`config.mk`:
```
export PLATFORM = sky130hd
export DESIGN_NAME = pdb_top
export DESIGN_NICKNAME = d
export VERILOG_FILES = /design/src/rtl/pdb_pkg.sv /design/src/rtl/pdb_div_if.sv /design/src/rtl/pdb_top.sv /design/src/rtl/pdb_divider.sv /design/src/rtl/pdb_freeze_rx.sv
export SDC_FILE = /design/constraint.sdc
export NUM_CORES = 1
export LEC_CHECK = 0
export ABC_AREA = 1
export BUFFER_PORTS_ARGS = -buffer_cell sky130_fd_sc_hd__buf_2
export CAP_MARGIN = 20
export CORE_MARGIN = 2
export CORE_UTILIZATION = 55
export DETAILED_ROUTE_END_ITERATION = 16
export PLACE_DENSITY = 0.75
export SYNTH_ARGS = -nofsm -noshare
export SYNTH_HDL_FRONTEND = slang
export SYNTH_SLANG_ARGS = --single-unit
```
`constraint.sdc`:
```
create_clock -name clk_i -period 15.1 [get_ports clk_i]
set_input_delay 3.02 -clock clk_i [delete_from_list [all_inputs] [get_ports clk_i]]
set_output_delay 3.02 -clock clk_i [all_outputs]
set_load 0.03 [all_outputs]
```
`src/rtl/pdb_pkg.sv`:
```
// Shared constants, types and lookup functions of the PLL output divider bank.
`default_nettype none
package pdb_pkg;
  localparam int DIV_W    = 5;
  localparam int SUP_W    = 5;
  localparam int N_DIV    = 4;
  localparam int N_OUT    = 13;
  localparam int IDX_FB   = 12;
  localparam logic [N_OUT-1:0] INV_MASK = 13'h0C00;
  // Avalon byte offsets, decoded on address bits [3:2]
  localparam logic [3:0] OFF_CTRL   = 4'h0;
  localparam logic [3:0] OFF_STATUS = 4'h4;
  // Control register fields
  localparam int CTRL_A_LSB  = 0;
  localparam int CTRL_B_LSB  = 2;
  localparam int CTRL_C_LSB  = 4;
  localparam int CTRL_FB_LSB = 6;
  localparam int CTRL_RANGE  = 8;
  localparam int CTRL_VCO    = 9;
  localparam int CTRL_INV    = 10;
  localparam int CTRL_MROE   = 11;
  localparam int CTRL_W      = 12;
  localparam logic [CTRL_W-1:0] CTRL_RST = 12'hBFF;
  // Status register fields
  localparam int STAT_LOCK    = 0;
  localparam int STAT_FB_ACT  = 1;
  localparam int STAT_SYNC    = 2;
  localparam int STAT_FRZ_LSB = 16;
  // Timing
  localparam int CLK_HZ           = 20_000_000;
  localparam int LOCK_TIME_MS     = 10;
  localparam int LOCK_CYCLES_DFLT = LOCK_TIME_MS * (CLK_HZ / 1000);
  localparam int FRZ_CLK_MAX_MHZ  = 20;
  localparam int FB_WATCH_W       = 8;
  localparam logic [FB_WATCH_W-1:0] FB_WATCH_CYCLES = 8'hFF;

  typedef logic [DIV_W-1:0] pdb_div_t;
  typedef enum logic [1:0] {FRZ_IDLE = 2'b00, FRZ_SHIFT = 2'b01, FRZ_LOAD = 2'b11} pdb_frz_state_t;

  function automatic pdb_div_t pdb_bank_div(input logic [1:0] bank, input logic [1:0] sel);
    case ({bank, sel})
      4'h0: return 5'h04;
      4'h1: return 5'h06;
      4'h2: return 5'h08;
      4'h3: return 5'h0C;
      4'h4: return 5'h04;
      4'h5: return 5'h06;
      4'h6: return 5'h08;
      4'h7: return 5'h0A;
      4'h8: return 5'h02;
      4'h9: return 5'h04;
      4'hA: return 5'h06;
      default: return 5'h08;
    endcase
  endfunction

  function automatic pdb_div_t pdb_fb_div(input logic dbl, input logic [1:0] sel);
    pdb_div_t base;
    case (sel)
      2'h0: base = 5'h04;
      2'h1: base = 5'h06;
      2'h2: base = 5'h08;
      default: base = 5'h0A;
    endcase
    return dbl ? {base[DIV_W-2:0], 1'b0} : base;
  endfunction

  // Smallest common multiple of two bank divides, searched downward
  function automatic logic [SUP_W-1:0] pdb_lcm(input pdb_div_t x, input pdb_div_t y);
    logic [9:0] m;
    logic [SUP_W-1:0] r;
    r = '0;
    for (int k = 12; k >= 1; k--) begin
      m = 10'(x) * 10'(k);
      if ((m % 10'(y)) == 10'h000) r = m[SUP_W-1:0];
    end
    return r;
  endfunction
endpackage
`default_nettype wire

```
`src/rtl/pdb_div_if.sv`:
```
// Control and output bundle between the top and one output divider.
`default_nettype none
interface pdb_div_if;
  import pdb_pkg::*;
  logic     tick;
  logic     clear;
  pdb_div_t div_n;
  logic     clk_q;
  modport core (input tick, input clear, input div_n, output clk_q);
  modport ctl  (output tick, output clear, output div_n, input clk_q);
endinterface
`default_nettype wire

```
`src/rtl/pdb_top.sv`:
```
// Top of the PLL output divider bank with its Avalon-MM control registers.
// Overview of operation
// - Three banks of four outputs plus one separate, independently selected feedback output.
// - Each bank divides the VCO clock by its selected divide number.
// - Prediv select in halving setting inserts divide by two ahead of all dividers.
// - Feedback is taken only from an external pin; no internal feedback path.
// - Range bit doubles the feedback divide, doubling outputs relative to reference.
// - Feedback divider offers seven distinct divides over its eight codes.
// - Invert control inverts bank C outputs two and three for 180 degree clocks.
// - Lock is flagged no later than 10 ms after feedback and configuration valid.
// - Bank select codes give A 4,6,8,12; B 4,6,8,10; C 2,4,6,8.
// - Feedback codes give 4,6,8,10, or 8,12,16,20 with range bit set.
// - Frozen outputs held low while counting; freeze changes only while output low.
// - Sync low one faster period, one such period before A/C coincident rises.
//
// The implementer's own choices: the register addresses and the Avalon-MM register port.
`default_nettype none
module pdb_top
  import pdb_pkg::*;
#(
  parameter int unsigned LOCK_CYCLES = LOCK_CYCLES_DFLT
)(
  input  wire logic        clk_i,
  input  wire logic        rst_i,
  input  wire logic [3:0]  avs_address_i,
  input  wire logic        avs_read_i,
  input  wire logic        avs_write_i,
  input  wire logic [31:0] avs_writedata_i,
  input  wire logic [3:0]  avs_byteenable_i,
  output logic [31:0]      avs_readdata_o,
  output logic             avs_waitrequest_o,
  input  wire logic        freeze_clk_i,
  input  wire logic        freeze_data_i,
  input  wire logic        fb_return_i,
  output logic [3:0]       bank_a_outputs_o,
  output logic [3:0]       bank_b_outputs_o,
  output logic [3:0]       bank_c_outputs_o,
  output logic             feedback_output_o,
  output logic             sync_n_o,
  output logic             outputs_enable_o,
  output logic             pll_locked_o
);
  localparam int LCW = $clog2(LOCK_CYCLES + 1);

  // Bus slave
  logic              wait_ff;
  logic              nxt_wait;
  logic [31:0]       rdata_ff;
  logic [31:0]       nxt_rdata;
  logic [CTRL_W-1:0] ctrl_ff;
  logic [CTRL_W-1:0] nxt_ctrl;
  logic              req;
  logic              sel_ctrl;
  logic              sel_status;
  logic              wr_ctrl;
  logic [31:0]       status_word;

  // Clock generation
  logic              half_ff;
  logic              tick;
  logic              clr;
  logic              resync;
  logic              div_clr;
  logic              mroe;
  pdb_div_t          div_n [N_DIV];
  logic [N_DIV-1:0]  q;
  logic [N_OUT-1:0]  raw;

  // Sync
  logic [SUP_W-1:0]  sup_ff;
  logic [SUP_W-1:0]  nxt_sup;
  logic              sup_start_ff;
  logic              nxt_sup_start;
  logic [SUP_W-1:0]  sup_len;
  logic [SUP_W-1:0]  fast_per;
  logic              sup_wrap;
  logic              sync_n_ff;
  logic              nxt_sync_n;
  logic [5:0]        sync_lo_ff;

  // Output gating
  logic [N_OUT-1:0]  frz_mask;
  logic [N_OUT-1:0]  inv_tgt;
  logic [N_OUT-1:0]  inv_eff_ff;
  logic [N_OUT-1:0]  nxt_inv_eff;
  logic [N_OUT-1:0]  frz_eff_ff;
  logic [N_OUT-1:0]  nxt_frz_eff;
  logic [N_OUT-1:0]  vis;
  logic [N_OUT-1:0]  out_ff;
  logic [N_OUT-1:0]  nxt_out;
  logic              oe_ff;

  // Lock monitor
  logic              fb_prev_ff;
  logic [FB_WATCH_W-1:0] fb_watch_ff;
  logic [FB_WATCH_W-1:0] nxt_fb_watch;
  logic              fb_active;
  logic [LCW-1:0]    lock_cnt_ff;
  logic [LCW-1:0]    nxt_lock_cnt;
  logic              lock_restart;
  logic              lock_ff;

  // Register bus: one wait cycle, then the answer
  assign req         = avs_read_i | avs_write_i;
  assign nxt_wait    = ~(req & wait_ff);
  assign sel_ctrl    = (avs_address_i[3:2] == OFF_CTRL[3:2]);
  assign sel_status  = (avs_address_i[3:2] == OFF_STATUS[3:2]);
  assign wr_ctrl     = avs_write_i & ~wait_ff & sel_ctrl;
  assign nxt_ctrl    = wr_ctrl ? {avs_byteenable_i[1] ? avs_writedata_i[11:8] : ctrl_ff[11:8],
                                  avs_byteenable_i[0] ? avs_writedata_i[7:0]  : ctrl_ff[7:0]} : ctrl_ff;
  assign status_word = {3'h0, frz_eff_ff, 13'h0000, sync_n_ff, fb_active, lock_ff};
  assign nxt_rdata   = (avs_read_i && wait_ff) ? (sel_ctrl   ? {20'h00000, ctrl_ff} :
                                                  sel_status ? status_word : 32'h00000000) : rdata_ff;

  always_ff @(posedge clk_i) begin
    if (rst_i) begin
      wait_ff  <= 1'b1;
      rdata_ff <= 32'h00000000;
      ctrl_ff  <= CTRL_RST;
    end else begin
      wait_ff  <= nxt_wait;
      rdata_ff <= nxt_rdata;
      ctrl_ff  <= nxt_ctrl;
    end
  end

  // Divider setup
  assign mroe     = ctrl_ff[CTRL_MROE];
  assign clr      = ~mroe;
  // Select change restarts every divider, else A and C drift apart from sync
  assign resync   = wr_ctrl & (nxt_ctrl[CTRL_INV-1:0] != ctrl_ff[CTRL_INV-1:0]);
  assign div_clr  = clr | resync;
  // Low prediv select halves the tick rate for every divider alike
  assign tick     = ctrl_ff[CTRL_VCO] | half_ff;
  assign div_n[0] = pdb_bank_div(2'h0, ctrl_ff[CTRL_A_LSB +: 2]);
  assign div_n[1] = pdb_bank_div(2'h1, ctrl_ff[CTRL_B_LSB +: 2]);
  assign div_n[2] = pdb_bank_div(2'h2, ctrl_ff[CTRL_C_LSB +: 2]);
  assign div_n[3] = pdb_fb_div(ctrl_ff[CTRL_RANGE], ctrl_ff[CTRL_FB_LSB +: 2]);

  always_ff @(posedge clk_i) begin
    if (rst_i) begin
      half_ff <= 1'b1;
    end else begin
      half_ff <= clr ? 1'b1 : ~half_ff;
    end
  end

  pdb_div_if div_if [N_DIV] ();

  genvar g;
  generate
    for (g = 0; g < N_DIV; g++) begin : g_div
      assign div_if[g].tick  = tick;
      assign div_if[g].clear = div_clr;
      assign div_if[g].div_n = div_n[g];
      assign q[g]            = div_if[g].clk_q;
      pdb_divider u_div (
        .clk_i (clk_i),
        .rst_i (rst_i),
        .d     (div_if[g])
      );
    end
  endgenerate

  // Four copies per bank, feedback on its own divider
  assign raw = {q[3], {4{q[2]}}, {4{q[1]}}, {4{q[0]}}};

  // Sync: common count over the A/C repeat length
  assign sup_len       = pdb_lcm(div_n[0], div_n[2]);
  assign fast_per      = (div_n[0] < div_n[2]) ? div_n[0] : div_n[2];
  assign sup_wrap      = (sup_ff >= SUP_W'(sup_len - 5'h01));
  assign nxt_sup_start = div_clr | (sup_start_ff & ~tick);
  assign nxt_sup       = div_clr ? '0 : !tick ? sup_ff : (sup_start_ff | sup_wrap) ? '0 : SUP_W'(sup_ff + 5'h01);
  // With equal A and C rates every edge coincides, so sync then stays low
  assign nxt_sync_n    = nxt_sup_start ? 1'b1 : (nxt_sup < SUP_W'(sup_len - fast_per));

  always_ff @(posedge clk_i) begin
    if (rst_i) begin
      sup_ff       <= '0;
      sup_start_ff <= 1'b1;
      sync_n_ff    <= 1'b1;
    end else begin
      sup_ff       <= nxt_sup;
      sup_start_ff <= nxt_sup_start;
      sync_n_ff    <= nxt_sync_n;
    end
  end

  // Length of the current sync low run, checked below
  always_ff @(posedge clk_i) begin
    if (rst_i) begin
      sync_lo_ff <= 6'h00;
    end else begin
      sync_lo_ff <= sync_n_ff ? 6'h00 : 6'(sync_lo_ff + 6'h01);
    end
  end

  pdb_freeze_rx u_frz (
    .clk_i         (clk_i),
    .rst_i         (rst_i),
    .freeze_clk_i  (freeze_clk_i),
    .freeze_data_i (freeze_data_i),
    .frz_mask_o    (frz_mask)
  );

  // Freeze and invert change only while the visible level is low, so freeze never makes a runt
  generate
    for (g = 0; g < N_OUT; g++) begin : g_out
      assign inv_tgt[g]     = ctrl_ff[CTRL_INV] & INV_MASK[g];
      assign vis[g]         = raw[g] ^ inv_eff_ff[g];
      assign nxt_inv_eff[g] = vis[g] ? inv_eff_ff[g] : inv_tgt[g];
      assign nxt_frz_eff[g] = vis[g] ? frz_eff_ff[g] : frz_mask[g];
      assign nxt_out[g]     = vis[g] & ~frz_eff_ff[g] & mroe;

    end
  endgenerate

  always_ff @(posedge clk_i) begin
    if (rst_i) begin
      inv_eff_ff <= '0;
      frz_eff_ff <= '0;
      out_ff     <= '0;
      oe_ff      <= 1'b0;
    end else begin
      inv_eff_ff <= nxt_inv_eff;
      frz_eff_ff <= nxt_frz_eff;
      out_ff     <= nxt_out;
      oe_ff      <= mroe;
    end
  end

  // Lock monitor: loop closes only through the returned feedback pin
  assign fb_active    = (fb_watch_ff != '0);
  assign nxt_fb_watch = (fb_return_i != fb_prev_ff) ? FB_WATCH_CYCLES :
                        fb_active ? FB_WATCH_W'(fb_watch_ff - 8'h01) : fb_watch_ff;
  assign lock_restart = clr | ~fb_active | (wr_ctrl & (nxt_ctrl != ctrl_ff));
  assign nxt_lock_cnt = lock_restart ? '0 :
                        (lock_cnt_ff == LCW'(LOCK_CYCLES)) ? lock_cnt_ff : LCW'(lock_cnt_ff + 1'b1);

  always_ff @(posedge clk_i) begin
    if (rst_i) begin
      fb_prev_ff  <= 1'b0;
      fb_watch_ff <= '0;
      lock_cnt_ff <= '0;
      lock_ff     <= 1'b0;
    end else begin
      fb_prev_ff  <= fb_return_i;
      fb_watch_ff <= nxt_fb_watch;
      lock_cnt_ff <= nxt_lock_cnt;
      lock_ff     <= (nxt_lock_cnt == LCW'(LOCK_CYCLES));
    end
  end

  assign avs_readdata_o    = rdata_ff;
  assign avs_waitrequest_o = wait_ff;
  assign bank_a_outputs_o  = out_ff[3:0];
  assign bank_b_outputs_o  = out_ff[7:4];
  assign bank_c_outputs_o  = out_ff[11:8];
  assign feedback_output_o = out_ff[IDX_FB];
  assign sync_n_o          = sync_n_ff;
  assign outputs_enable_o  = oe_ff;
  assign pll_locked_o      = lock_ff;
endmodule
`default_nettype wire

```
`src/rtl/pdb_divider.sv`:
```
// Even integer divider producing a half-duty clock on enable ticks.
`default_nettype none
module pdb_divider
  import pdb_pkg::*;
(
  input  wire logic clk_i,
  input  wire logic rst_i,
  pdb_div_if.core   d
);
  pdb_div_t cnt_ff;
  pdb_div_t nxt_cnt;
  pdb_div_t half;
  logic     q_ff;
  logic     nxt_q;
  logic     start_ff;
  logic     nxt_start;
  logic     wrap;

  assign half      = d.div_n >> 1;
  assign wrap      = (cnt_ff >= pdb_div_t'(d.div_n - 5'h01));
  // After clear the first tick is a rising edge, shared by every divider
  assign nxt_start = d.clear | (start_ff & ~d.tick);
  assign nxt_cnt   = d.clear ? '0 : !d.tick ? cnt_ff : (start_ff | wrap) ? '0 : pdb_div_t'(cnt_ff + 5'h01);
  assign nxt_q     = (d.clear | (start_ff & ~d.tick)) ? 1'b0 : (nxt_cnt < half);

  always_ff @(posedge clk_i) begin
    if (rst_i) begin
      cnt_ff   <= '0;
      q_ff     <= 1'b0;
      start_ff <= 1'b1;
    end else begin
      cnt_ff   <= nxt_cnt;
      q_ff     <= nxt_q;
      start_ff <= nxt_start;
    end
  end

  assign d.clk_q = q_ff;
endmodule
`default_nettype wire

```
`src/rtl/pdb_freeze_rx.sv`:
```
// Serial freeze port receiver: start bit then one freeze bit per output.
`default_nettype none
module pdb_freeze_rx
  import pdb_pkg::*;
(
  input  wire logic             clk_i,
  input  wire logic             rst_i,
  input  wire logic             freeze_clk_i,
  input  wire logic             freeze_data_i,
  output logic [N_OUT-1:0]      frz_mask_o
);
  pdb_frz_state_t   state_ff;
  pdb_frz_state_t   nxt_state;
  logic             fclk_prev_ff;
  logic [3:0]       bit_cnt_ff;
  logic [3:0]       nxt_bit_cnt;
  logic [N_OUT-1:0] shift_ff;
  logic [N_OUT-1:0] nxt_shift;
  logic [N_OUT-1:0] mask_ff;
  logic             fclk_rise;
  logic             last_bit;

  // Edge found by sampling, so the freeze clock must stay well under clk_i
  assign fclk_rise = freeze_clk_i & ~fclk_prev_ff;
  assign last_bit  = (bit_cnt_ff == 4'(N_OUT - 1));

  always_comb begin
    nxt_state   = state_ff;
    nxt_bit_cnt = bit_cnt_ff;
    nxt_shift   = shift_ff;
    case (state_ff)
      FRZ_IDLE: begin
        if (fclk_rise && !freeze_data_i) begin
          nxt_state   = FRZ_SHIFT;
          nxt_bit_cnt = 4'h0;
        end
      end
      FRZ_SHIFT: begin
        if (fclk_rise) begin
          nxt_shift[bit_cnt_ff] = freeze_data_i;
          nxt_bit_cnt           = 4'(bit_cnt_ff + 4'h1);
          if (last_bit) nxt_state = FRZ_LOAD;
        end
      end
      FRZ_LOAD: nxt_state = FRZ_IDLE;
      default:  nxt_state = FRZ_IDLE;
    endcase
  end

  always_ff @(posedge clk_i) begin
    if (rst_i) begin
      state_ff     <= FRZ_IDLE;
      fclk_prev_ff <= 1'b0;
      bit_cnt_ff   <= 4'h0;
      shift_ff     <= '0;
      mask_ff      <= '0;
    end else begin
      state_ff     <= nxt_state;
      fclk_prev_ff <= freeze_clk_i;
      bit_cnt_ff   <= nxt_bit_cnt;
      shift_ff     <= nxt_shift;
      mask_ff      <= (state_ff == FRZ_LOAD) ? shift_ff : mask_ff;
    end
  end

  assign frz_mask_o = mask_ff;
endmodule
`default_nettype wire

```
==> summary.txt <==
Status
  • Outcome: completed

Synthesis
  • Synth top area share: 16.8%
  • Seq/Total Area, Yosys: between 10% and 20%
  • Yosys cell types: 75
  • Mapped Cells: between 4,000 and 5,000
  • Synth warn: 0
  • Ys async rst share: 0%
  • Main synth FF type: dfxtp_1
  • Post-synth top area cell: nand2_1
  • Post-Syn Area per Cell: 5.93 µm²
  • Mapped Area: 0.0261 mm²
  • Seq cells post-synth: 164
  • Post-synth EDFFs: 0
  • Synth area leaders: nand2_1 (17%), dfxtp_1 (13%), ha_1 (11%), inv_1 (8.4%), nand3_1 (6.9%)

Timing
  • Worst Skew: ~0.017 ns
  • Setup TNS: 0 ns
  • Final period util: 91.3%
  • Slew @ Worst Pin: 1.04 ns
  • Setup-failing EPs final: 0
  • Tmin final: 13.79 ns
  • Rel. slew slack: 30.3%
  • Max frequency: ~0.073 GHz
  • Setup ws final: roughly 1.3 ns
  • Final-report hold violation count: 0
  • Final Max Tran Viols: 0
  • RSZ-0062 raised after global routing: no

GRT
  • Met1 Usage GRT: about two fifths
  • Layer with the highest usage: met2
  • GRT Util Overall: between 20% and 30%
  • Pin count of the biggest net entering global routing: 59
  • Vias in the first global route: approximately 25,000
  • Remaining global-route overflow: 0
  • Number of antenna violations at the first check in global routing: 0
  • First-pass GRT wire length: 121,000 µm
  • Met2 Use GR: 47.5%
  • Met3 Use GR: 4.82%

Power
  • Pwr dens: 74.9 mW/mm²
  • Leakage power: 14.9 nW
  • VDD IR max: 0.115 mV

Final layout
  • Most frequent cells in the layout: nand2_1 (1,170), inv_1 (580), nor2_1 (418), nand3_1 (359), ha_1 (215)
  • Utilization after layout: between 50% and 60%
  • Layout cells sized above 1: 12.8%
  • Final nets: roughly 4,700
  • Finished Layout Cells: 5,091
  • Syn-to-layout area delta: 6.38%
  • Most common cell after layout, fill and taps aside: nand2_1

Clocking
  • Clk pin slew, worst setup/hold paths: around 0.07 ns
  • Hold buffer count at CTS: 0
  • CTS buffer count: 17
  • Clock latency on the worst-skew pair: 0.44 ns
  • CTS HTree Levels: 4
  • CTS tree: yes
  • Clk buf depth: 2
  • Root Driver: clkbuf_16
  • Clock sinks: 164

Worst setup path
  • Top Family by Delay on Critical Path: simple AND/OR/NAND/NOR gates
  • Slowest CP cell: o21ai_0
  • Crit Path Max Fanout: 12
  • Critical Path Start Type: flop
  • Reg2reg end: sync_n_o
  • WP buf/inv: 11
  • Worst Setup End Kind: flop
  • Register-to-register setup slack: about 1.3 ns
  • Crit path launch: ctrl_ff[1]
  • Arrival time worst endpoint: 14.15 ns
  • Setup Crit Path Kind: flop to flop
  • R2r worst-path depth: 86
  • CP max stage delay: 0.62 ns
  • R2R Path Start: ctrl_ff[1]
  • Crit path top cell by count: nand2_1
  • Critical path required time: between 15 and 20 ns

Route
  • DR vias: 27,500
  • DR vias/cell: between 5 and 6
  • Antenna-violating nets left: 0
  • DRT iter0 DRCs: about 2,100
  • DR DRC count: 0
  • Drt pass-1 iters: 6
  • Final WL: about 74,000 µm
  • Wire length per cell: 14.5 µm

Placement
  • Buffers on Ports: 64
  • Placed Instances: 5,050
  • Pre-CTS setup slack: 0.672 ns
  • Final HPWL DP: around 57,000 µm
  • Gpl congestion: approximately 0.96

Hold path
  • Hold/Removal Path Class: flop to flop
  • Hold Crit Endpoint: half_ff
  • Hold path depth: 1
  • Worst hold start: half_ff

Job
  • Max Cap Viol: 0

Floorplanning
  • Rows: 79
  • Io pins: 96
  • Starting density of the core: 55.9%
  • DIE AREA: between 0.04 and 0.05 mm²
  • Die Y: roughly 220 µm
  • Die Width: 222 µm
  • Core ar.: 0.0468 mm²
## state kept, by name, indices dropped and copies added, names as in the netlist, 2 cells and up
name / cells
avs_readdata_o: 25
g_div.u_div.cnt_ff: 20
lock_cnt_ff: 18
frz_eff_ff: 13
out_ff: 13
u_frz.frz_mask_o: 13
u_frz.shift_ff: 13
ctrl_ff: 12
fb_watch_ff: 8
sup_ff: 5
g_div.u_div.d.clk_q: 4
g_div.u_div.start_ff: 4
u_frz.bit_cnt_ff: 4
inv_eff_ff: 2
u_frz.state_ff: 2
## cells by family (layout without fill, tap and decap cells)
kind of cell | after synthesis | in the layout | synth area share [%]
simple gates | 2510 | 2510 | 45.9
fa+ha+maj | 223 | 223 | 10.7
compound gates | 581 | 581 | 12.7
xor+xnor | 185 | 185 | 6.20
flops | 164 | 164 | 12.6
mux | 1 | 1 | 0.0383
other cells | 2 | 24 | 0.0287
buf+inv | 739 | 796 | 11.7
## Yosys cell counts (7+ instances only)
master    number
ha_1         221
a21oi_1      198
nand3_2       47
clkbuf_1      41
buf_2          7
or2_2         17
inv_1        584
a21o_1         8
o21ai_0      206
xor2_1       140
nand3_4       13
or2_1          7
inv_2         51
o21a_1        12
dfxtp_1      164
nor3_1        73
buf_6         10
and3_1         7
xnor2_1       45
o211ai_1       7
nor2_4        35
nand3b_1      24
nor2_2        36
nand2_2      113
nand2_1     1170
o21ai_2       26
buf_4         10
nor2_1       420
nor4_1        22
buf_1          8
clkinv_1       9
o21bai_1      18
clkbuf_8      12
a31oi_1       26
o21ai_1       37
nand3_1      359
nand2_4       25
nand4_1      117
## per-stage QoR
stage                     area (µm²)  power, W  hold slack (ns)
after global placement         27000   0.00162            0.373
final                          27800   0.00208            0.397
after global routing           27800   0.00227            0.413
after CTS                      27600   0.00207            0.395
after detailed placement       27000   0.00164            0.379
after floorplan                26200   0.00142            0.365
## power by group
group          leakage, nW  total [W]  internal (W)  switching [W]
Sequential            1.34   0.000467      0.000452      0.0000151
Clock                0.294   0.000430      0.000226       0.000204
Combinational         13.2    0.00118      0.000406       0.000779
Total                 14.9    0.00208       0.00108       0.000998
## per-layer routing
metal,vias to the layer above,share of wire [%]
li1,14400,-
met1,12100,47
met2,769,43
met3,142,7.6
met4,0,3.1
met5,-,0
## how the worst max path moves through the flow
stage	end	slack [ns]	cells after the start
global route	sync_n_o	0.03	90
finish	sync_n_o	1.31	86
CTS	sync_n_o	0.59	89
floorplan	sync_n_o	0.29	96
detailed placement	sync_n_o	0.67	89
global placement	sync_n_o	1.00	90
## timing repair
action / 4_1_cts / 5_1_grt
gates resized for setup: 0 / 32
setup endpoints to repair: 0 / 6
endpoints found under the hold margin: 0 / 0
buffers inserted: 0 / 8
## cell type report
type / count / area, µm²
sequential: 164 / 3290
clock inverter: 14 / 163
tap: 607 / 759
fill: 4659 / 19000
inverter: 649 / 2470
timing repair buffer: 115 / 703
antenna: 1 / 2.50
clock buffer: 18 / 439
multi-input combinational: 3523 / 20000
Note: power is estimated with default switching activity, not from simulation.
